`src/shared/fll_pkg.sv`:
```
// Constants shared by the tuning controller and its helpers.
// Assumes a 250 MHz system clock; all times are converted to cycles here.
`default_nettype none
package fll_pkg;
   // ==========================================================
   // Clock and timing
   localparam int CLK_PERIOD_NS  = 4;          // System clock period
   localparam int CYCLE_TIME_NS  = 2560000;    // Measure-and-correct cycle
   localparam int PROC_TIME_NS   = 1280000;    // Processing part of cycle
   localparam int MIN_PULSE_NS   = 2000;       // Shortest correction pulse
   localparam int CYCLE_CYC      = CYCLE_TIME_NS / CLK_PERIOD_NS;
   localparam int PROC_CYC       = PROC_TIME_NS / CLK_PERIOD_NS;
   localparam int MIN_PULSE_CYC  = (MIN_PULSE_NS + CLK_PERIOD_NS - 1) / CLK_PERIOD_NS;
   localparam int REF_OSC_KHZ    = 4000;       // Reference oscillator rate
   localparam int PRESCALE_RATIO = 64;         // Oscillator division ratio
   localparam int PRESCALE_BITS  = 6;          // Bits of that divider

   // ==========================================================
   // Widths, windows (in 50 kHz steps) and reset values
   localparam int              FREQ_W      = 15;
   localparam int              CNT_W       = 20;
   localparam logic [14:0]     WIN_DIG     = 15'h0004;  // +/-200 kHz
   localparam logic [14:0]     WIN_AFC     = 15'h0010;  // +/-800 kHz
   localparam logic [14:0]     FREQ_RST    = 15'h7fff;  // All ones at reset
   localparam logic [2:0]      GAIN_MAX    = 3'h6;      // Top gain code
   localparam logic [3:0]      BAND_RST    = 4'h0;

   // ==========================================================
   // Serial bus: address and instruction codes (values arbitrary)
   localparam logic [4:0]      ADDR_HI     = 5'h18;     // Arbitrary value
   localparam logic [7:0]      INSTR_CTRL  = 8'h01;     // Arbitrary value
   localparam logic [7:0]      INSTR_BAND  = 8'h02;     // Arbitrary value

   // ==========================================================
   // Control byte field positions
   localparam int CTL_HOLD   = 0;
   localparam int CTL_GAIN_L = 1;
   localparam int CTL_AFC    = 4;
   localparam int CTL_WIN    = 5;
   localparam int CTL_AGAIN  = 6;

   // ==========================================================
   // Status byte bit positions
   localparam int ST_LOCK  = 7;
   localparam int ST_RISE  = 6;
   localparam int ST_FALL  = 5;
   localparam int ST_OVF   = 4;
   localparam int ST_RSEEN = 3;
   localparam int ST_MWIN  = 2;
   localparam int ST_AFC   = 1;

   // Serial slave states
   typedef enum logic [2:0] {S_IDLE, S_RX, S_ACK, S_TX} i2c_state_type;
endpackage
`default_nettype wire

```
`src/hw/sync_2ff.sv`:
```
// Two flip-flop synchroniser for a bundle of independent levels.
// Assumes each bit is a slow level or edge seen by the system clock.
`timescale 1ns/1ns
`default_nettype none
module sync_2ff #(
   parameter int W = 1
) (
   input  wire logic         sys_clk,
   input  wire logic         arst_n,
   input  wire logic [W-1:0] async_in,
   output logic      [W-1:0] sync_out
);
   logic [W-1:0] meta_r;   // First stage, read only by second

   // ==========================================================
   // Two stages
   always_ff @(posedge sys_clk or negedge arst_n) begin
      if (!arst_n) begin
         meta_r   <= '0;
         sync_out <= '0;
      end else begin
         meta_r   <= async_in;
         sync_out <= meta_r;
      end
   end
endmodule
`default_nettype wire

```
`src/hw/osc_prescaler.sv`:
```
// Divide-by-64 prescaler on a synchronised oscillator level.
// Assumes the input already passed a synchroniser on sys_clk.
`timescale 1ns/1ns
`default_nettype none
module osc_prescaler
   import fll_pkg::*;
(
   input  wire logic sys_clk,
   input  wire logic arst_n,
   input  wire logic osc_level,
   output logic      divided_osc,
   output logic      div_tick
);
   logic                     prev_r;   // Last sampled level
   logic [PRESCALE_BITS-1:0] div_r;    // Edge divider
   wire                      rise = osc_level & ~prev_r;

   // ==========================================================
   // Count rising edges, one tick per 64
   always_ff @(posedge sys_clk or negedge arst_n) begin
      if (!arst_n) begin
         prev_r      <= 1'b0;
         div_r       <= '0;
         div_tick    <= 1'b0;
         divided_osc <= 1'b0;
      end else begin
         prev_r      <= osc_level;
         div_tick    <= rise & (&div_r);
         if (rise) begin
            div_r <= div_r + 1'b1;
         end
         divided_osc <= div_r[PRESCALE_BITS-1];
      end
   end
endmodule
`default_nettype wire

```
`src/hw/fll_tuning_controller.sv`:
```
// Frequency-locked-loop tuning controller with two-wire serial slave.
// Assumes oscillator, bus and band-port levels arrive asynchronously.
//
// Operation
// - Divide oscillator by 64 before counting
// - Count against 15-bit target, 50 kHz steps
// - 2.56 ms cycle; pulse within one cycle
// - Correction charge follows error, saturating at 7
// - Hold bit selects full or reduced current
// - Gain code doubles pulse, minimum 2 us
// - AFC request bit selects tuning mode
// - Leaving 800 kHz range drops AFC
// - Window bit selects 0 or 200 kHz
// - Lock flag when inside active window
// - Lock edge flags low, cleared by read
// - Overflow flag when oscillator too high
// - Reset-seen flag low until status read
// - Measuring-window flag high while processing
// - AFC-mode flag mirrors tuning mode
// - One bit selects AFC amplifier gain
// - Band outputs low when bit set
// - Top instruction bit writes frequency
// - Subaddress matched against band port level
// - Acknowledge valid address outside reset only
// - Read returns exactly one status byte
`timescale 1ns/1ns
`default_nettype none
module fll_tuning_controller
   import fll_pkg::*;
#(
   parameter int CYCLE_LEN = fll_pkg::CYCLE_CYC,   // Cycle in clocks
   parameter int PROC_LEN  = fll_pkg::PROC_CYC     // Processing part
) (
   input  wire logic       sys_clk,
   input  wire logic       arst_n,
   input  wire logic       osc_in_pos,       // Oscillator, true side
   input  wire logic       osc_in_neg,       // Oscillator, complement
   input  wire logic       scl,              // Bus clock
   input  wire logic       sda_in,           // Bus data level
   output logic            sda_out,          // Always low when driven
   output logic            sda_oe,           // High pulls line low
   input  wire logic       band_port_0_lo,   // Port 0 seen near ground
   input  wire logic       band_port_0_hi,   // Port 0 seen near supply
   output logic [3:0]      band_ports_n,     // Band outputs, low active
   output logic            divided_osc,      // Prescaler output
   output logic            charge_up,        // Raise tuning voltage
   output logic            charge_down,      // Lower tuning voltage
   output logic [2:0]      correction_charge,// Converter code
   output logic            hold_current_n,   // 1 = full current
   output logic            afc_gain_sel,     // 1 = low transconductance
   output logic            afc_mode_flag,    // 1 = AFC tuning
   output logic            lock_flag,
   output logic            measure_window_n
);
   import fll_pkg::*;

   // ==========================================================
   // Synchronised inputs
   logic [5:0] sync_q;                 // Synchronised pins
   logic       osc_s, scl_s, sda_s, p0_lo, p0_hi, osc_n_s;
   logic       div_tick;               // One per 64 oscillator edges

   sync_2ff #(.W(6)) u_sync (
      .sys_clk  (sys_clk),
      .arst_n   (arst_n),
      .async_in ({osc_in_pos, osc_in_neg, ~scl, ~sda_in, band_port_0_lo, band_port_0_hi}),
      .sync_out (sync_q)
   );
   // Bus lines held inverted so they leave reset at their idle high
   assign {osc_s, osc_n_s, scl_s, sda_s, p0_lo, p0_hi} = sync_q ^ 6'h0c;

   osc_prescaler u_pre (
      .sys_clk     (sys_clk),
      .arst_n      (arst_n),
      .osc_level   (osc_s & ~osc_n_s),
      .divided_osc (divided_osc),
      .div_tick    (div_tick)
   );

   // ==========================================================
   // Programmed state
   logic [14:0] freq_buf_r;            // Target in 50 kHz steps
   logic [2:0]  loop_gain_sel_r;       // Pulse scaling code
   logic        hold_r, afc_req_r, win_r, again_r;
   logic [3:0]  band_r;                // Band bits, 1 = active

   // Measurement state
   logic [CNT_W-1:0] cyc_r;            // Position inside cycle
   logic [14:0]      fcount_r;         // Gated oscillator count
   logic [14:0]      meas_r;           // Latched count
   logic             eval_r;           // Evaluate latched count
   logic [CNT_W-1:0] pulse_r;          // Remaining pulse clocks
   logic             dir_up_r;         // Pulse direction
   logic             ovf_r, lock_r, rise_n_r, fall_n_r, rseen_n_r;

   // Serial slave state
   i2c_state_type state_r;
   logic [7:0]  sh_r;                  // Receive shift
   logic [7:0]  tx_r;                  // Transmit shift
   logic [7:0]  instr_r;               // Instruction byte
   logic [3:0]  bit_r;                 // Bits in current byte
   logic [1:0]  byte_r;                // Byte index in frame
   logic        rw_r, scl_d, sda_d;
   logic        commit_r;              // Data byte complete
   logic        read_r;                // Status byte loaded

   // ==========================================================
   // Bus event decode
   wire scl_rise = scl_s & ~scl_d;
   wire scl_fall = ~scl_s & scl_d;
   wire start_c  = scl_s & scl_d & sda_d & ~sda_s;
   wire stop_c   = scl_s & scl_d & ~sda_d & sda_s;

   wire [1:0] subaddr  = sh_r[2:1];
   wire       level_ok = (subaddr == 2'b00) |
                         ((subaddr == 2'b01) & p0_lo) |
                         ((subaddr == 2'b10) & ~p0_lo & ~p0_hi) |
                         ((subaddr == 2'b11) & p0_hi);
   wire       addr_ok  = (sh_r[7:3] == ADDR_HI) & level_ok;

   wire [7:0] status;
   assign status[ST_LOCK]  = lock_r;
   assign status[ST_RISE]  = rise_n_r;
   assign status[ST_FALL]  = fall_n_r;
   assign status[ST_OVF]   = ovf_r;
   assign status[ST_RSEEN] = rseen_n_r;
   assign status[ST_MWIN]  = measure_window_n;
   assign status[ST_AFC]   = afc_req_r;
   assign status[0]        = 1'b0;

   // ==========================================================
   // Edge history of bus lines
   always_ff @(posedge sys_clk or negedge arst_n) begin
      if (!arst_n) begin
         scl_d <= 1'b1;
         sda_d <= 1'b1;
      end else begin
         scl_d <= scl_s;
         sda_d <= sda_s;
      end
   end

   // ==========================================================
   // Serial slave sequencer
   always_ff @(posedge sys_clk or negedge arst_n) begin
      if (!arst_n) begin
         state_r  <= S_IDLE;
         sh_r     <= 8'h00;
         tx_r     <= 8'h00;
         instr_r  <= 8'h00;
         bit_r    <= 4'h0;
         byte_r   <= 2'h0;
         rw_r     <= 1'b0;
         commit_r <= 1'b0;
         read_r   <= 1'b0;
      end else begin
         commit_r <= 1'b0;
         read_r   <= 1'b0;
         if (start_c) begin
            state_r <= S_RX;
            bit_r   <= 4'h0;
            byte_r  <= 2'h0;
         end else if (stop_c) begin
            state_r <= S_IDLE;
         end else begin
            case (state_r)
               S_RX: begin
                  if (scl_rise) begin
                     sh_r  <= {sh_r[6:0], sda_s};
                     bit_r <= bit_r + 4'h1;
                  end else if (scl_fall && bit_r == 4'h8) begin
                     bit_r  <= 4'h0;
                     byte_r <= byte_r + 2'h1;
                     case (byte_r)
                        2'h0: begin
                           state_r <= addr_ok ? S_ACK : S_IDLE;
                           rw_r    <= sh_r[0];
                        end
                        2'h1: begin
                           instr_r <= sh_r;
                           state_r <= S_ACK;
                        end
                        2'h2: begin
                           commit_r <= 1'b1;
                           state_r  <= S_ACK;
                        end
                        default: begin
                           state_r <= S_IDLE;
                        end
                     endcase
                  end
               end
               S_ACK: begin
                  if (scl_fall) begin
                     if (rw_r) begin
                        // one status byte, flags then cleared
                        tx_r    <= status;
                        read_r  <= 1'b1;
                        state_r <= S_TX;
                     end else begin
                        state_r <= S_RX;
                     end
                  end
               end
               S_TX: begin
                  if (scl_fall) begin
                     tx_r  <= {tx_r[6:0], 1'b1};
                     bit_r <= bit_r + 4'h1;
                     if (bit_r == 4'h7) begin
                        state_r <= S_IDLE;
                     end
                  end
               end
               default: begin
                  state_r <= S_IDLE;
               end
            endcase
         end
      end
   end

   // ==========================================================
   // Data line drive, registered
   always_ff @(posedge sys_clk or negedge arst_n) begin
      if (!arst_n) begin
         sda_oe <= 1'b0;
      end else begin
         sda_oe <= (state_r == S_ACK) | ((state_r == S_TX) & ~tx_r[7]);
      end
   end
   assign sda_out = 1'b0;

   // ==========================================================
   // Measurement error decode
   wire [15:0] diff     = {1'b0, meas_r} - {1'b0, freq_buf_r};
   wire        too_high = meas_r > freq_buf_r;
   wire [14:0] abs_err  = too_high ? diff[14:0] : (freq_buf_r - meas_r);
   wire [14:0] window   = afc_req_r ? WIN_AFC : (win_r ? WIN_DIG : 15'h0000);
   wire        lock_nxt = abs_err <= window;
   wire        afc_drop = afc_req_r & (abs_err > WIN_AFC);
   // gain code, unused top code clamps
   wire [2:0]  gain_eff = (loop_gain_sel_r > GAIN_MAX) ? GAIN_MAX : loop_gain_sel_r;
   wire [31:0] pulse_raw = (32'(abs_err) * 32'(MIN_PULSE_CYC)) << gain_eff;
   wire [CNT_W-1:0] pulse_nxt = (pulse_raw >= 32'(CYCLE_LEN)) ?
                                CNT_W'(CYCLE_LEN - 1) : pulse_raw[CNT_W-1:0];
   wire        cyc_end  = cyc_r == CNT_W'(CYCLE_LEN - 1);

   // ==========================================================
   // Register writes from the bus; AFC request dropped by loop
   always_ff @(posedge sys_clk or negedge arst_n) begin
      if (!arst_n) begin
         freq_buf_r      <= FREQ_RST;
         loop_gain_sel_r <= 3'h0;
         hold_r          <= 1'b0;
         afc_req_r       <= 1'b0;
         win_r           <= 1'b0;
         again_r         <= 1'b0;
         band_r          <= BAND_RST;
      end else begin
         if (eval_r && afc_drop) begin
            afc_req_r <= 1'b0;
         end
         if (commit_r) begin
            if (instr_r[7]) begin
               freq_buf_r <= {instr_r[6:0], sh_r};
            end else if (instr_r == INSTR_CTRL) begin
               hold_r          <= sh_r[CTL_HOLD];
               loop_gain_sel_r <= sh_r[CTL_GAIN_L +: 3];
               afc_req_r       <= sh_r[CTL_AFC];
               win_r           <= sh_r[CTL_WIN];
               again_r         <= sh_r[CTL_AGAIN];
            end else if (instr_r == INSTR_BAND) begin
               band_r <= sh_r[3:0];
            end
         end
      end
   end

   // ==========================================================
   // Cycle timer and gated count
   always_ff @(posedge sys_clk or negedge arst_n) begin
      if (!arst_n) begin
         cyc_r    <= '0;
         fcount_r <= 15'h0000;
         meas_r   <= 15'h0000;
         eval_r   <= 1'b0;
      end else begin
         eval_r <= cyc_end;
         cyc_r  <= cyc_end ? '0 : cyc_r + 1'b1;
         if (cyc_end) begin
            meas_r   <= fcount_r;
            fcount_r <= 15'h0000;
         end else if (!measure_window_n && div_tick && fcount_r != 15'h7fff) begin
            fcount_r <= fcount_r + 15'h0001;
         end
      end
   end

   assign measure_window_n = cyc_r < CNT_W'(PROC_LEN);

   // ==========================================================
   // Evaluation and correction pulse
   always_ff @(posedge sys_clk or negedge arst_n) begin
      if (!arst_n) begin
         pulse_r           <= '0;
         dir_up_r          <= 1'b0;
         ovf_r             <= 1'b0;
         lock_r            <= 1'b0;
         correction_charge <= 3'h0;
      end else begin
         if (eval_r) begin
            ovf_r    <= too_high;
            lock_r   <= lock_nxt;
            dir_up_r <= ~too_high;
            correction_charge <= (abs_err > 15'h0007) ? 3'h7 : abs_err[2:0];
            pulse_r  <= afc_req_r ? '0 : pulse_nxt;
         end else if (pulse_r != '0) begin
            pulse_r <= pulse_r - 1'b1;
         end
      end
   end

   // ==========================================================
   // Sticky read flags, event wins over read
   always_ff @(posedge sys_clk or negedge arst_n) begin
      if (!arst_n) begin
         rise_n_r  <= 1'b1;
         fall_n_r  <= 1'b1;
         rseen_n_r <= 1'b0;
      end else begin
         if (eval_r && lock_nxt && !lock_r) begin
            rise_n_r <= 1'b0;
         end else if (read_r) begin
            rise_n_r <= 1'b1;
         end
         if (eval_r && !lock_nxt && lock_r) begin
            fall_n_r <= 1'b0;
         end else if (read_r) begin
            fall_n_r <= 1'b1;
         end
         if (read_r) begin
            rseen_n_r <= 1'b1;
         end
      end
   end

   // ==========================================================
   // Outputs
   assign charge_up      = (pulse_r != '0) & dir_up_r;
   assign charge_down    = (pulse_r != '0) & ~dir_up_r;
   assign hold_current_n = hold_r;
   assign afc_gain_sel   = again_r;
   assign afc_mode_flag  = afc_req_r;
   assign lock_flag      = lock_r;
   assign band_ports_n   = ~band_r;
endmodule
`default_nettype wire

```
`config.mk`:
```
export PLATFORM = sky130hd
export DESIGN_NAME = fll_tuning_controller
export DESIGN_NICKNAME = d
export VERILOG_FILES = /design/src/shared/fll_pkg.sv /design/src/hw/sync_2ff.sv /design/src/hw/osc_prescaler.sv /design/src/hw/fll_tuning_controller.sv
export SDC_FILE = /design/constraint.sdc
export NUM_CORES = 1
export LEC_CHECK = 0
export BUFFER_PORTS_ARGS = -buffer_cell sky130_fd_sc_hd__buf_2
export CAP_MARGIN = 20
export CORE_MARGIN = 10
export CORE_UTILIZATION = 55
export CTS_CLUSTER_DIAMETER = 120
export DETAILED_ROUTE_END_ITERATION = 10
export PLACE_DENSITY = 0.74
export SYNTH_ARGS = -nofsm -noshare
export SYNTH_HDL_FRONTEND = slang
export SYNTH_HIERARCHICAL = 1
export SYNTH_SLANG_ARGS = --single-unit
```
`constraint.sdc`:
```
create_clock -name sys_clk -period 8.7 [get_ports sys_clk]
set_clock_uncertainty 0.05 [all_clocks]
set_input_delay 1.74 -clock sys_clk [delete_from_list [all_inputs] [get_ports sys_clk]]
set_output_delay 1.74 -clock sys_clk [all_outputs]
set_load 0.1 [all_outputs]
```
Yosys cells after proc, flatten, opt, wreduce, memory -nomap -nowiden

Index checks and enable logic that the tools add are counted.

$add $sub $neg: 8
Multipliers: 1
Order comparisons: 7
Equal/unequal tests: 27
Shift-type cells: 1
Multiplexer cells: 56
Bitwise logic cells: 43
Reduce and logical (&&, ||, !) cells: 34

Operators with widths:

| cell                                                                                   | number |
|---|---|
| 20-bit 2-to-1 mux                                                                      | 5 |
| 15-bit 2-to-1 mux                                                                      | 3 |
| 32-bit by 20-bit greater-or-equal comparator with 1-bit output (second input constant) | 1 |
| 24-bit by 3-bit << shifter with 32-bit output                                          | 1 |
| 3-bit 2-to-1 mux                                                                       | 10 |
| 15-bit subtractor                                                                      | 2 |
| 8-bit 2-to-1 mux                                                                       | 3 |
| 4-bit != test (second input constant)                                                  | 6 |
| 6-bit AND reduction                                                                    | 4 |
| 15-bit by 7-bit multiplier with 22-bit output (second input constant)                  | 1 |
| 20-bit by 1-bit adder with 20-bit output (second input constant)                       | 1 |
| 20-bit == test (second input constant)                                                 | 1 |
| 20-bit by 19-bit < comparator with 1-bit output (second input constant)                | 1 |
| 4-bit 2-to-1 mux                                                                       | 5 |
| 20-bit nonzero test                                                                    | 1 |
| 20-bit by 1-bit subtractor with 20-bit output (second input constant)                  | 1 |
| 1-bit AND                                                                              | 19 |
| 1-bit 2-to-1 mux                                                                       | 18 |
| 1-bit NOT                                                                              | 18 |
| 8-bit one-hot mux with 2 select lines                                                  | 1 |
| 4-bit AND reduction                                                                    | 4 |
| 15-bit by 1-bit adder with 15-bit output (second input constant)                       | 1 |
| 15-bit greater-than comparator                                                         | 1 |
| 15-bit by 3-bit greater-than comparator with 1-bit output (second input constant)      | 1 |
| 36 further kinds                                                                       | 68 |

Register bits after elaboration: 166
Input port bits: 8
Output and inout bits: 17

Longest topological paths before layout

Gate-level depths: netlist (run 1).

Depth in word-level cells: 13
Mapped depth: 34
Gate-level depth less buffers: 31

Modules after synthesis

The synthesis (run 1) kept the hierarchy.

Modules (own cells, without submodules):

| module                | instances | cells an instance | area an instance (µm²) |
|---|---|---|---|
| fll_tuning_controller | 1         | 1311              | 11951.5 |
| osc_prescaler         | 1         | 24                | 359.1 |
| sync_2ff              | 1         | 12                | 300.3 |

Least setup slack after synthesis (run 1)

No wires, ideal clock.

Path type: register -> register
Start point: reg freq_buf_r[12]
End point: reg pulse_r[12]
Library setup time: 122 ps
Arrival: 8229 ps
Data required time: 8528 ps
Setup slack: 299 ps
Stages on the path, launching flop included: 29
Path buffers: 1
Cells stage by stage: dfstp_2 inv_1 ha_1 buf_2 nand4_1 nor4_1 a21oi_1 nor2_1 mux2_2 a211oi_1 mux2i_1 or3_1 ha_1 inv_1 fa_1 fa_1 fa_1 inv_1 ha_1 and3_1 a31o_2 o41ai_4 nand2_2 and3_4 or4_1 and4_4 or4_4 o211a_4 a32o_1

Word-level cells in the longest chain between the ends: 8
Elaborated cells on any way between the ends: 10
Classes of those cells: add/sub (2); mul (1); order compare (2); shift (1); mux (4)

RTL lines:

| element                                                        | RTL line                     | RTL |
|---|---|---|
| from (decl)                                                    | fll_tuning_controller.sv:82  | `logic [14:0] freq_buf_r;` |
| from (signal assigned)                                         | fll_tuning_controller.sv:265 | `freq_buf_r <= {instr_r[6:0], sh_r};` |
| 15-bit subtractor (tied with other cells)                      | fll_tuning_controller.sv:237 | `wire [14:0] abs_err = too_high ? diff[14:0] : (freq_buf_r - meas_r);` |
| 15-bit 2-to-1 mux (*)                                          | fll_tuning_controller.sv:237 |  |
| 15-bit by 7-bit multiplier with 22-bit output (*)              | fll_tuning_controller.sv:243 | `wire [31:0] pulse_raw = (32'(abs_err) * 32'(MIN_PULSE_CYC)) << gain_eff;` |
| 24-bit by 3-bit << shifter with 32-bit output (*)              | fll_tuning_controller.sv:243 |  |
| 32-bit by 20-bit greater-or-equal comparator with 1-bit output | fll_tuning_controller.sv:244 | `wire [CNT_W-1:0] pulse_nxt = (pulse_raw >= 32'(CYCLE_LEN)) ?` |
| 20-bit 2-to-1 mux (*)                                          | fll_tuning_controller.sv:244 |  |
| 20-bit 2-to-1 mux (*)                                          | fll_tuning_controller.sv:316 | `pulse_r <= afc_req_r ? '0 : pulse_nxt;` |
| 20-bit 2-to-1 mux (*)                                          | fll_tuning_controller.sv:311 | `if (eval_r) begin` |
| to (signal assigned)                                           | fll_tuning_controller.sv:316 |  |
| to (signal assigned)                                           | fll_tuning_controller.sv:318 | `pulse_r <= pulse_r - 1'b1;` |
| to (decl)                                                      | fll_tuning_controller.sv:92  | `logic [CNT_W-1:0] pulse_r;` |

Mark *: on every way between the ends. The rest lies on a longest branch, timed or not.
A chain may end at the register's enable or synchronous reset.

Final worst setup path (run 1)

Start point: reg freq_buf_r[8]
End point: reg pulse_r[12]

The elaborated chain is that of the path after synthesis.

==> impl_results.md, run 1 <==
- Worst-path clk slew: 0.09 ns
- Total CTS buffers: 17
- Final worst slack: 0.325 ns
- VDD IR max: 0.162 mV
- Ys flop type: dfrtp_1
- Initial antenna violation count: 0
- HPWL after DPL: 20900 µm
- Share of layout cells above drive strength 1: 0.144
- Antenna-violating nets left: 0
- DRC violations left: 0
- Drt via density: 5.75
- Die X: 171 µm
- Placed Instance Area: 0.0130 mm²
- CORE AREA: 0.0226 mm²
- Diodes inserted: 0
- Max-Cap Viols: 0
- Clk Tree Root Cell: clkbuf_16
- Power per cell area: 120 mW/mm²
- Number of fill cells: 1898
- Area Growth Syn to Fin: 9.43%
- Die ar.: 0.0294 mm²
- Global-route wire length before repair: 46700 µm
- Slowest-stage cell, CP: fa_1
- Syn_nets: 1504
- Area of the mapped netlist: 0.0126 mm²
- CP Launch Type: flip-flop
- # IOs: 25
- Kind of critical path: reg2reg
- TritonCTS Sinks: 165
- Yosys warns: 6
- WHS: 0.300 ns
- GRT Overall Usage: 0.194
- Pleak: 6.56 nW
- Average size of a mapped cell: 9.36 µm²
- Required @ worst endpoint: 8.99 ns
- Final worst-path cycle share: 0.963
- Initial core utilization: 0.559
- Fin. max-slew vios: 0
- Skew-Pair Late Insertion Delay: 0.44 ns
- Fin nets: 1523
- Longest Clk Path Bufs: 2
- Pre-CTS setup slack: -0.0188 ns
- Maximum clock frequency: 119 MHz
- Synthesized instance count: 1347
- Post-synth EDFFs: 0
- Post-Route WL: 28000 µm
- Setup TNS: 0 ns
- Max incr delay on CP: 0.56 ns
- Final min period: 8.37 ns
- Crit path max fanout: 10
- IO Port Bufs: 23
- Critical Path Sink Type: flip-flop
- H-tree depth: 4
- #FFs+latches synth: 165
- Final setup fails: 0
- CP arrival: 8.66 ns
- Largest net degree at the start of global routing: 84
- CTS tree: yes
- HP Class: reg2reg
- DR pass1 iterations: 5
- Avg WL per Cell: 16.9 µm
- Synth cell types: 94
- Worst-Margin Slew: 1.03 ns
- Final Hold Fails: 0
- Remaining Overflow, GRT: 0
- Design Area, Final: 0.0138 mm²
- Vias in the first global route: 9618
- DR vias: 9569
- Die Height: 171 µm
- Run status: complete, no violations
- Sequential share of the synthesized area: 0.329
- DR iter-0 viols: 622
- Row Count: 55
- Rel. slew slack: 0.312
- Synth async-reset ratio: 1.00
- RSZ-0062 raised after global routing: false
- Routability cong.: 0.887
-- cells by family after synthesis --
| group | after synthesis | synth area share |
|---|---|---|
| AOI/OAI and AO/OA | 287 | 0.158 |
| adders and majority gates | 149 | 0.176 |
| other | 1 | 0.000297 |
| xor gates and xnor gates | 80 | 0.0556 |
| buffers and inverters | 193 | 0.0601 |
| DFF | 165 | 0.329 |
| muxes | 79 | 0.0692 |
| and+or+nand+nor | 393 | 0.152 |
-- sequential cells by signal, indices dropped and copies added (netlist names), 2 cells and up --
name and count:
instr_r 8, byte_r 2, meas_r 15, band_r 4
fcount_r 15, pulse_r 20, bit_r 4, tx_r 8
loop_gain_sel_r 3, u_sync/meta_r 6, cyc_r 20, u_sync/sync_out 6
sh_r 8, u_pre/div_r 6, freq_buf_r 15, state_r 2
correction_charge 3
-- cell usage after synthesis, drive strengths merged, types with 23 or more instances --
library cell	number	area, µm²
inv	143	537
dfrtp	146	3650
nand3	35	175
ha	102	1280
fa	47	941
xor2	36	315
mux2	52	589
a21o	23	173
mux2i	26	260
xnor2	44	385
clkbuf	31	116
nand2	113	427
nor2	108	405
o21ai	71	363
a21oi	59	295
-- final cells by class --
type	count	area [µm²]	area share
multi-input combinational	990	7780	0.564
sequential	165	4150	0.301
inverter	145	544	0.0394
clock buffer	17	425	0.0308
tap	285	357	0.0258
timing repair buffer	47	322	0.0233
clock inverter	15	215	0.0156
-- metal layers --
| layer | vias up | share of wire | track usage | wire length, µm |
|---|---|---|---|---|
| met3 | 36 | 0.033 | 0.0298 | 913 |
| li1 | 4707 | - | - | - |
| met4 | 0 | 0.016 | 0.0518 | 458 |
| met5 | - | 0 | 0 | 0 |
| met1 | 4650 | 0.46 | 0.246 | 12800 |
| met2 | 176 | 0.49 | 0.336 | 13800 |
-- placed cells by master (no fill, tap or decap), types with 18 or more instances in the layout --
| cell | count |
|---|---|
| nand3_1 | 35 |
| dfrtp_1 | 146 |
| fa_1 | 47 |
| mux2_2 | 51 |
| nor2_1 | 106 |
| nor2b_1 | 18 |
| o21ai_0 | 67 |
| inv_1 | 142 |
| nor3_1 | 18 |
| a21o_1 | 23 |
| a21oi_1 | 57 |
| mux2i_1 | 26 |
| nand2_1 | 112 |
| dfstp_2 | 19 |
| xor2_1 | 36 |
| ha_1 | 98 |
| buf_4 | 23 |
| xnor2_1 | 41 |
| buf_2 | 22 |
-- power breakdown --
| part | internal, mW | leakage (nW) | switching [mW] |
|---|---|---|---|
| registers | 0.786 | 2.18 | 0.0202 |
| logic | 0.0223 | 4.07 | 0.0340 |
| clock network | 0.424 | 0.310 | 0.376 |
| total | 1.23 | 6.56 | 0.430 |
-- repair_timing --
action | in CTS | in global routing
resized for setup | 2 | 13
hold buffers | 0 | 0
pin swaps | 0 | 2
endpoints found under the setup margin | 2 | 20
cloned | 0 | 1
buffers inserted | 0 | 1
-- path summary, 6_finish.rpt --
kind	startpoint	end	slack (ns)	cells past startpoint
worst max-delay path	freq_buf_r[8]$_DFFE_PN1P_	pulse_r[12]$_DFFE_PN0P_	0.33	28
max in group asynchronous	arst_n	freq_buf_r[5]$_DFFE_PN1P_	6.12	3
worst max register to register	freq_buf_r[8]$_DFFE_PN1P_	pulse_r[12]$_DFFE_PN0P_	0.33	28
worst min-delay path	u_sync/meta_r[1]$_DFF_PN0_	u_sync/sync_out[1]$_DFF_PN0_	0.30	0
worst min register to register	u_sync/meta_r[1]$_DFF_PN0_	u_sync/sync_out[1]$_DFF_PN0_	0.30	0
min in group asynchronous	arst_n	meas_r[10]$_DFFE_PN0P_	1.29	1
-- worst max-delay path, delay by kind of cell, from the launching register on --
| kind | cells | cell delay, ns |
|---|---|---|
| fa+ha+maj | 6 | 2.61 |
| simple gates | 12 | 3.31 |
| mux | 1 | 0.38 |
| compound gates | 5 | 1.02 |
| buf+inv | 4 | 0.35 |
| flops | 1 | 0.55 |
-- stage by stage --
stage / instances / utilization / power, mW
after floorplan: 1347 / - / 0.849
after global placement: 1629 / 0.578 / 0.873
after detailed placement: 1629 / 0.578 / 0.877
after CTS: 1661 / 0.607 / 1.68
after global routing: 1664 / 0.611 / 1.72
final: 1664 / 0.611 / 1.66
Note: power is estimated with default switching activity, not from simulation.
==> run 2: changes to the inputs <==
--- a/config.mk
+++ b/config.mk
@@ -14,5 +14,4 @@
 export PLACE_DENSITY = 0.74
 export SYNTH_ARGS = -nofsm -noshare
 export SYNTH_HDL_FRONTEND = slang
-export SYNTH_HIERARCHICAL = 1
 export SYNTH_SLANG_ARGS = --single-unit
==> run 2 against run 1 <==
Fmax increased by 0.68%. Utilization increased by 1.2 points. Critical path type unchanged. Power decreased by 1.0%. Critical endpoint is now pulse_r[3]$_DFFE_PN0P_. First-iteration DRC count increased by 18%. Via count increased by 12%. Final cell count increased by 11%. Non-clock buffer count increased by 33. Wire length increased by 11%.
==> impl_results.md, run 2 <==
- Final min period: 8.32 ns (was 8.37 ns)
- Final Power: 1.65 mW (was 1.66 mW)
- Diodes inserted: 0 (unchanged)
- CORE AREA: 0.0235 mm² (was 0.0226 mm²)
- Non-filler cells, final: 1841 (was 1664)
- Clk Tree Root Cell: clkbuf_16 (unchanged)
- Post-synth EDFFs: 0 (unchanged)
- Busiest grt layer: met2 (unchanged)
- Commonest non-fill, non-tap cells in the layout: dfrtp_1 (146), inv_1 (138), nand2_1 (137) (was dfrtp_1 (146), inv_1 (142), nand2_1 (112))
- Largest regs: cyc_r: 20 flops, pulse_r: 20 flops (unchanged)
- Power per cell area: 112 mW/mm² (was 120 mW/mm²)
- Dpl cells: 1806 (was 1629)
- GRT Overall Usage: 0.205 (was 0.194)
- Fin. max-slew vios: 0 (unchanged)
- # IOs: 25 (unchanged)
- Final Hold Fails: 0 (unchanged)
- Area of the mapped netlist: 0.0132 mm² (was 0.0126 mm²)
- CTS tree: yes (unchanged)
- H-tree depth: 4 (unchanged)
- Sequential share of the synthesized area: 0.315 (was 0.329)
- Area Growth Syn to Fin: 11.3% (was 9.43%)
- Run status: complete, no violations (unchanged)
- Ys flop type: dfrtp_1 (unchanged)
- Largest cells by area after synthesis: dfrtp_1 (28%), ha_1 (9.7%), fa_1 (7.1%) (was dfrtp_1 (29%), ha_1 (10%), fa_1 (7.5%))
- Post-Route WL: 31300 µm (was 28000 µm)
- WHS: 0.303 ns (was 0.300 ns)
- Largest net degree at the start of global routing: 90 (was 84)
- Die ar.: 0.0306 mm² (was 0.0294 mm²)
- TritonCTS Sinks: 165 (unchanged)
- VDD IR max: 0.117 mV (was 0.162 mV)
- Longest Clk Path Bufs: 2 (unchanged)
- Synth cell types: 94 (unchanged)
- Global-route wire length before repair: 52900 µm (was 46700 µm)
- Max incr delay on CP: 0.55 ns (was 0.56 ns)
- Initial antenna violation count: 0 (unchanged)
- Synthesized instance count: 1463 (was 1347)
- CP most frequent cell: inv_1
- Rel. slew slack: 0.397 (was 0.312)
- CP Launch Type: flip-flop (unchanged)
- Yosys warns: 0 (was 6)
- Synth top cells by count: dfrtp_1 (146), inv_1 (139), nand2_1 (138), nor2_1 (114), ha_1 (102) (was dfrtp_1 (146), inv_1 (142), nand2_1 (112), nor2_1 (108), ha_1 (102))
- Kind of critical path: reg2reg (unchanged)
- Remaining Overflow, GRT: 0 (unchanged)
- Drt via density: 5.84 (was 5.75)
- Core Util, Final: 0.623 (was 0.611)
- Setup TNS: 0 ns (unchanged)
- Routability cong.: 0.972 (was 0.887)
- Required @ worst endpoint: 9.03 ns (was 8.99 ns)
- CP arrival: 8.64 ns (was 8.66 ns)
- #FFs+latches synth: 165 (unchanged)
- RSZ-0062 raised after global routing: false (unchanged)
- DRC violations left: 0 (unchanged)
- Die X: 175 µm (was 171 µm)
- Crit path max fanout: 8 (was 10)
- DR pass1 iterations: 5 (unchanged)
- Worst-path clk slew: 0.08 ns (was 0.09 ns)
- Hold-fix buffers at CTS: 0 (unchanged)
- Met3 usage: 0.0276 (was 0.0298)
- Synth async-reset ratio: 1.00 (unchanged)
- IO Port Bufs: 23 (unchanged)
- Initial core utilization: 0.560 (was 0.559)
- Critical Path Sink Type: flip-flop (unchanged)
- DR vias: 10.7k (was 9569)
- DR iter-0 viols: 737 (was 622)
- Row Count: 56 (was 55)
- Met2 usage: 0.350 (was 0.336)
- Slowest-stage cell, CP: or4b_1 (was fa_1)
- M1 GR Usage: 0.266 (was 0.246)
- Antenna-violating nets left: 0 (unchanged)
- Worst-Margin Slew: 0.905 ns (was 1.03 ns)
- HPWL after DPL: 23600 µm (was 20900 µm)
- Maximum clock frequency: 120 MHz (was 119 MHz)
- Final setup fails: 0 (unchanged)
- HP Class: reg2reg (unchanged)
- Pleak: 6.98 nW (was 6.56 nW)
- Vias in the first global route: 10.7k (was 9618)
- Skew-Pair Late Insertion Delay: 0.43 ns (was 0.44 ns)
- Avg WL per Cell: 17.0 µm (was 16.9 µm)
- Die Height: 175 µm (was 171 µm)
- Max-Cap Viols: 0 (unchanged)
- Final worst-path cycle share: 0.956 (was 0.963)
- Total CTS buffers: 17 (unchanged)
- Fin nets: 1666 (was 1523)
- Cell with the most instances after synthesis: dfrtp_1 (unchanged)
- Top cell type's share of synthesized area: 0.277 (was 0.290)
- Share of layout cells above drive strength 1: 0.154 (was 0.144)
- Syn_nets: 1620 (was 1504)
- Average size of a mapped cell: 9.01 µm² (was 9.36 µm²)
- Commonest non-fill, non-tap cell in the layout: dfrtp_1 (unchanged)
- Area leader, netlist: dfrtp_1 (unchanged)
==> run 2: changes by cell type after synthesis, sizes merged, moves of 8 or more <==
cell    before  now
nor3        18   30
a21o        23   32
nand3       35   47
a21oi       59   74
nand2b       6   14
nand2      113  138
==> run 2: report_power, final <==
group	internal, mW	total, mW	switching, mW
clock	0.402	0.789	0.387
combinational	0.0188	0.0512	0.0324
sequential	0.786	0.805	0.0193
total	1.21	1.65	0.439
==> run 2: path summary, 6_finish.rpt <==
path                                                 start                           end  slack [ns]  cells past startpoint
worst max-delay path             freq_buf_r[2]$_DFFE_PN1P_        pulse_r[3]$_DFFE_PN0P_        0.38                     30
worst min-delay path            u_sync.meta_r[0]$_DFF_PN0_  u_sync.sync_out[0]$_DFF_PN0_        0.30                      0
worst max register to register   freq_buf_r[2]$_DFFE_PN1P_        pulse_r[3]$_DFFE_PN0P_        0.38                     30
worst min register to register  u_sync.meta_r[0]$_DFF_PN0_  u_sync.sync_out[0]$_DFF_PN0_        0.30                      0
max in group asynchronous                           arst_n    u_pre.div_r[5]$_DFFE_PN0P_        5.88                      2
min in group asynchronous                           arst_n      fcount_r[11]$_DFFE_PN0P_        1.29                      1
==> run 2: final cells by class <==
cell class              count  area [µm²]
well taps                 319         399
flip-flops and latches    165        4150
clock buffers              17         425
multi-input cells        1103        8400
clock inverters            15         214
repair buffers             80         549
inverters                 142         533
fillers                  1974        8870
==> run 2: cells by family after synthesis <==
logic type	count (synthesis)	synth area share
AO/OA/AOI/OAI	330	0.170
other	1	0.000284
flip-flops	165	0.315
adder cells (fa/ha/maj)	150	0.169
AND/OR/NAND/NOR	460	0.168
multiplexers	74	0.0619
buffers and inverters	196	0.0576
XOR/XNOR	87	0.0584
==> run 2: metal layers <==
layer | part of all wire | wire, µm
met2 | 0.49 | 15300
met5 | 0 | 0
met1 | 0.45 | 14000
met4 | 0.020 | 614
met3 | 0.045 | 1410
==> run 2: metrics by stage <==
stage / setup WS [ns] / area, µm²
5_1_grt: 0.0129 / 14700
6_report: 0.381 / 14700
2_1_floorplan: 0.0707 / 13200
3_3_place_gp: 0.189 / 13900
4_1_cts: 0.0147 / 14500
3_5_place_dp: -0.0187 / 13900
==> run 2: timing repair <==
item,in CTS,in global routing
setup buffers,0,2
gates resized for setup,1,27
gates cloned,0,1
pin swaps,0,4
setup endpoints to repair,4,19
==> run 2: worst max-delay path, delay by kind of cell, from the launching register on <==
kind                     cells  cell delay [ns]
buffers and inverters        6             0.41
XOR/XNOR                     1             0.14
AND/OR/NAND/NOR              4             1.10
AO/OA/AOI/OAI               12             2.95
adder cells (fa/ha/maj)      6             2.71
flip-flops                   1             0.54
multiplexers                 1             0.37
==> run 3: changes to the inputs <==
--- a/config.mk
+++ b/config.mk
@@ -7,11 +7,13 @@
 export LEC_CHECK = 0
 export BUFFER_PORTS_ARGS = -buffer_cell sky130_fd_sc_hd__buf_2
 export CAP_MARGIN = 20
+export CELL_PAD_IN_SITES_DETAIL_PLACEMENT = 1
+export CELL_PAD_IN_SITES_GLOBAL_PLACEMENT = 1
 export CORE_MARGIN = 10
-export CORE_UTILIZATION = 55
+export CORE_UTILIZATION = 45
 export CTS_CLUSTER_DIAMETER = 120
 export DETAILED_ROUTE_END_ITERATION = 10
-export PLACE_DENSITY = 0.74
+export PLACE_DENSITY = 0.77
 export SYNTH_ARGS = -nofsm -noshare
 export SYNTH_HDL_FRONTEND = slang
 export SYNTH_SLANG_ARGS = --single-unit
==> constraint.sdc (replaced) <==
create_clock -name sys_clk -period 7.5 [get_ports sys_clk]
set_clock_uncertainty 0.05 [all_clocks]
set_input_delay 1.5 -clock sys_clk [delete_from_list [all_inputs] [get_ports sys_clk]]
set_output_delay 1.5 -clock sys_clk [all_outputs]
set_load 0.1 [all_outputs]
==> run 3 against run 2 <==
Hold slack got worse by 0.0011 ns. Clock power rose by 13%. Via count is 20% higher. Critical path depth grew 5. Clock-buffer cell count rose by 1. The run now ends with setup timing left. Sequential power is 17% higher. Worst setup slack lost 1.4 ns. Wire length is 64% higher. Global-route usage rose by 5.6 points. Largest cell class unchanged.
==> impl_results.md, run 3 (synthesis results as in run 2) <==
- Run status: finished with violations (was complete, no violations)
- Failing checks: setup timing
- Crit path max fanout: 5 (was 8)
- DR iter-0 viols: 808 (was 737)
- Net Sw Frac: 0.273 (was 0.267)
- Die ar.: 0.0365 mm² (was 0.0306 mm²)
- DR vias: 12.9k (was 10.7k)
- R2r setup slk: -1.05 ns (was 0.38 ns)
- Max-Cap Viols: 0 (unchanged)
- CP arrival: 8.89 ns (was 8.64 ns)
- GRT Overall Usage: 0.261 (was 0.205)
- Skew-Pair Late Insertion Delay: 0.46 ns (was 0.43 ns)
- WHS: 0.302 ns (was 0.303 ns)
- Worst-path clk slew: 0.08 ns (about the same)
- HP Class: reg2reg (unchanged)
- Max incr delay on CP: 0.57 ns (was 0.55 ns)
- CTS tree: yes (unchanged)
- TritonCTS Sinks: 165 (unchanged)
- Antenna-violating nets left: 0 (unchanged)
- CP delay by family, top: adder cells (was compound AO/OA/AOI/OAI gates)
- Longest Clk Path Bufs: 2 (unchanged)
- Initial antenna violation count: 0 (unchanged)
- Critical Path Sink Type: flip-flop (unchanged)
- IO Port Bufs: 23 (unchanged)
- Power per cell area: 109 mW/mm² (was 112 mW/mm²)
- Final min period: 8.55 ns (was 8.32 ns)
- Worst-Margin Slew: 0.989 ns (was 0.905 ns)
- NetSw: 0.518 mW (was 0.439 mW)
- Fin. max-slew vios: 0 (unchanged)
- Clk network pwr share: 0.471 (was 0.480)
- Area Growth Syn to Fin: 31.7% (was 11.3%)
- Sequential share of power: 0.495 (was 0.489)
- RSZ-0062 raised after global routing: true (was false)
- VDD IR max: 0.156 mV (was 0.117 mV)
- Largest net degree at the start of global routing: 90 (unchanged)
- Clk Tree Root Cell: clkbuf_16 (unchanged)
- Commonest non-fill, non-tap cell in the layout: buf_4 (was dfrtp_1)
- Pleak: 8.37 nW (was 6.98 nW)
- Fin nets: 1899 (was 1666)
- HPWL after DPL: 32200 µm (was 23600 µm)
- Diodes inserted: 0 (unchanged)
- Drt via density: 6.02 (was 5.84)
- Final setup fails: 20 (was 0)
- Avg WL per Cell: 23.9 µm (was 17.0 µm)
- CORE AREA: 0.0288 mm² (was 0.0235 mm²)
- Final Hold Fails: 0 (unchanged)
- Setup TNS: -18.85 ns (was 0 ns)
- Final worst-path cycle share: 1.14 (was 0.956)
- Pre-CTS setup slack: -0.969 ns (was -0.0187 ns)
- Required @ worst endpoint: 7.84 ns (was 9.03 ns)
- Post-Route WL: 51200 µm (was 31300 µm)
- Kind of critical path: reg2reg (unchanged)
- Initial core utilization: 0.458 (was 0.560)
- Slowest-stage cell, CP: fa_1 (was or4b_1)
- Hold-fix buffers at CTS: 0 (unchanged)
- H-tree depth: 4 (unchanged)
- Total CTS buffers: 17 (unchanged)
- DRC violations left: 0 (unchanged)
- Die Height: 191 µm (was 175 µm)
- Share of layout cells above drive strength 1: 0.319 (was 0.154)
- # IOs: 25 (unchanged)
- Combinational share of power: 0.034 (was 0.031)
- Final worst slack: -1.05 ns (was 0.381 ns)
- CP Launch Type: flip-flop (unchanged)
- Pint: 1.38 mW (was 1.21 mW)
- Die X: 191 µm (was 175 µm)
- Number of fill cells: 3210 (was 1974)
- Commonest non-fill, non-tap cells in the layout: buf_4 (274), dfrtp_1 (146), nand2_1 (134) (was dfrtp_1 (146), inv_1 (138), nand2_1 (137))
- Largest regs: cyc_r: 20 flops, pulse_r: 20 flops (unchanged)
- Global-route wire length before repair: 76400 µm (was 52900 µm)
- DR pass1 iterations: 5 (unchanged)
- Row Count: 62 (was 56)
- Rel. slew slack: 0.340 (was 0.397)
- Remaining Overflow, GRT: 0 (unchanged)
- CP Buf/Inv Count: 10 (was 6)
- Routability cong.: 0.890 (was 0.972)
- Vias in the first global route: 14.0k (was 10.7k)
- Maximum clock frequency: 117 MHz (was 120 MHz)
run 3: layer usage:
| layer | GRT usage | wire length (µm) | vias to the layer above |
|---|---|---|---|
| met5 | 0 | 0 | - |
| met4 | 0.126 | 2890 | 0 |
| met3 | 0.0337 | 1890 | 207 |
| met2 | 0.484 | 27000 | 484 |
| met1 | 0.288 | 19400 | 6541 |
| li1 | - | - | 5650 |
run 3: path summary, 6_finish.rpt:
path / startpoint / endpoint / cells past startpoint
max reg2reg: freq_buf_r[13]$_DFFE_PN1P_ / pulse_r[8]$_DFFE_PN0P_ / 35
max: freq_buf_r[13]$_DFFE_PN1P_ / pulse_r[8]$_DFFE_PN0P_ / 35
max in group asynchronous: arst_n / cyc_r[6]$_DFF_PN0_ / 2
min in group asynchronous: arst_n / pulse_r[14]$_DFFE_PN0P_ / 1
min: u_sync.meta_r[3]$_DFF_PN0_ / u_sync.sync_out[3]$_DFF_PN0_ / 0
min reg2reg: u_sync.meta_r[3]$_DFF_PN0_ / u_sync.sync_out[3]$_DFF_PN0_ / 0
run 3: cell type report:
cell class	count	area, µm²	area share
sequential	165	4150	0.239
clock buffer	18	429	0.0247
multi-input combinational	1102	9220	0.531
inverter	142	533	0.0307
clock inverter	14	159	0.00915
tap	384	480	0.0277
timing repair buffer	314	2390	0.138
run 3: what timing repair did:
action	in CTS	in global routing
gates cloned	1	1
gates resized for setup	69	85
setup buffers	24	26
pin swaps	24	49
endpoints found under the hold margin	0	0
endpoints found under the setup margin	20	20
run 3: per-stage QoR:
| stage | std cells | power [mW] | util | cell area, µm² |
|---|---|---|---|---|
| after floorplan | 1463 | 0.980 | - | 13400 |
| after global placement | 2059 | 1.01 | 0.542 | 15600 |
| after detailed placement | 2059 | 1.01 | 0.542 | 15600 |
| after CTS | 2116 | 1.90 | 0.583 | 16800 |
| after global routing | 2139 | 1.95 | 0.604 | 17400 |
| final | 2139 | 1.90 | 0.604 | 17400 |
run 3: power by group through the flow:
stage / sequential, mW / combinational (mW) / clock [mW]
after floorplan: 0.947 / 0.0334 / 0
after global placement: 0.950 / 0.0584 / 0
after detailed placement: 0.952 / 0.0616 / 0
after CTS: 0.939 / 0.0653 / 0.898
after global routing: 0.943 / 0.0741 / 0.933
final: 0.940 / 0.0645 / 0.894
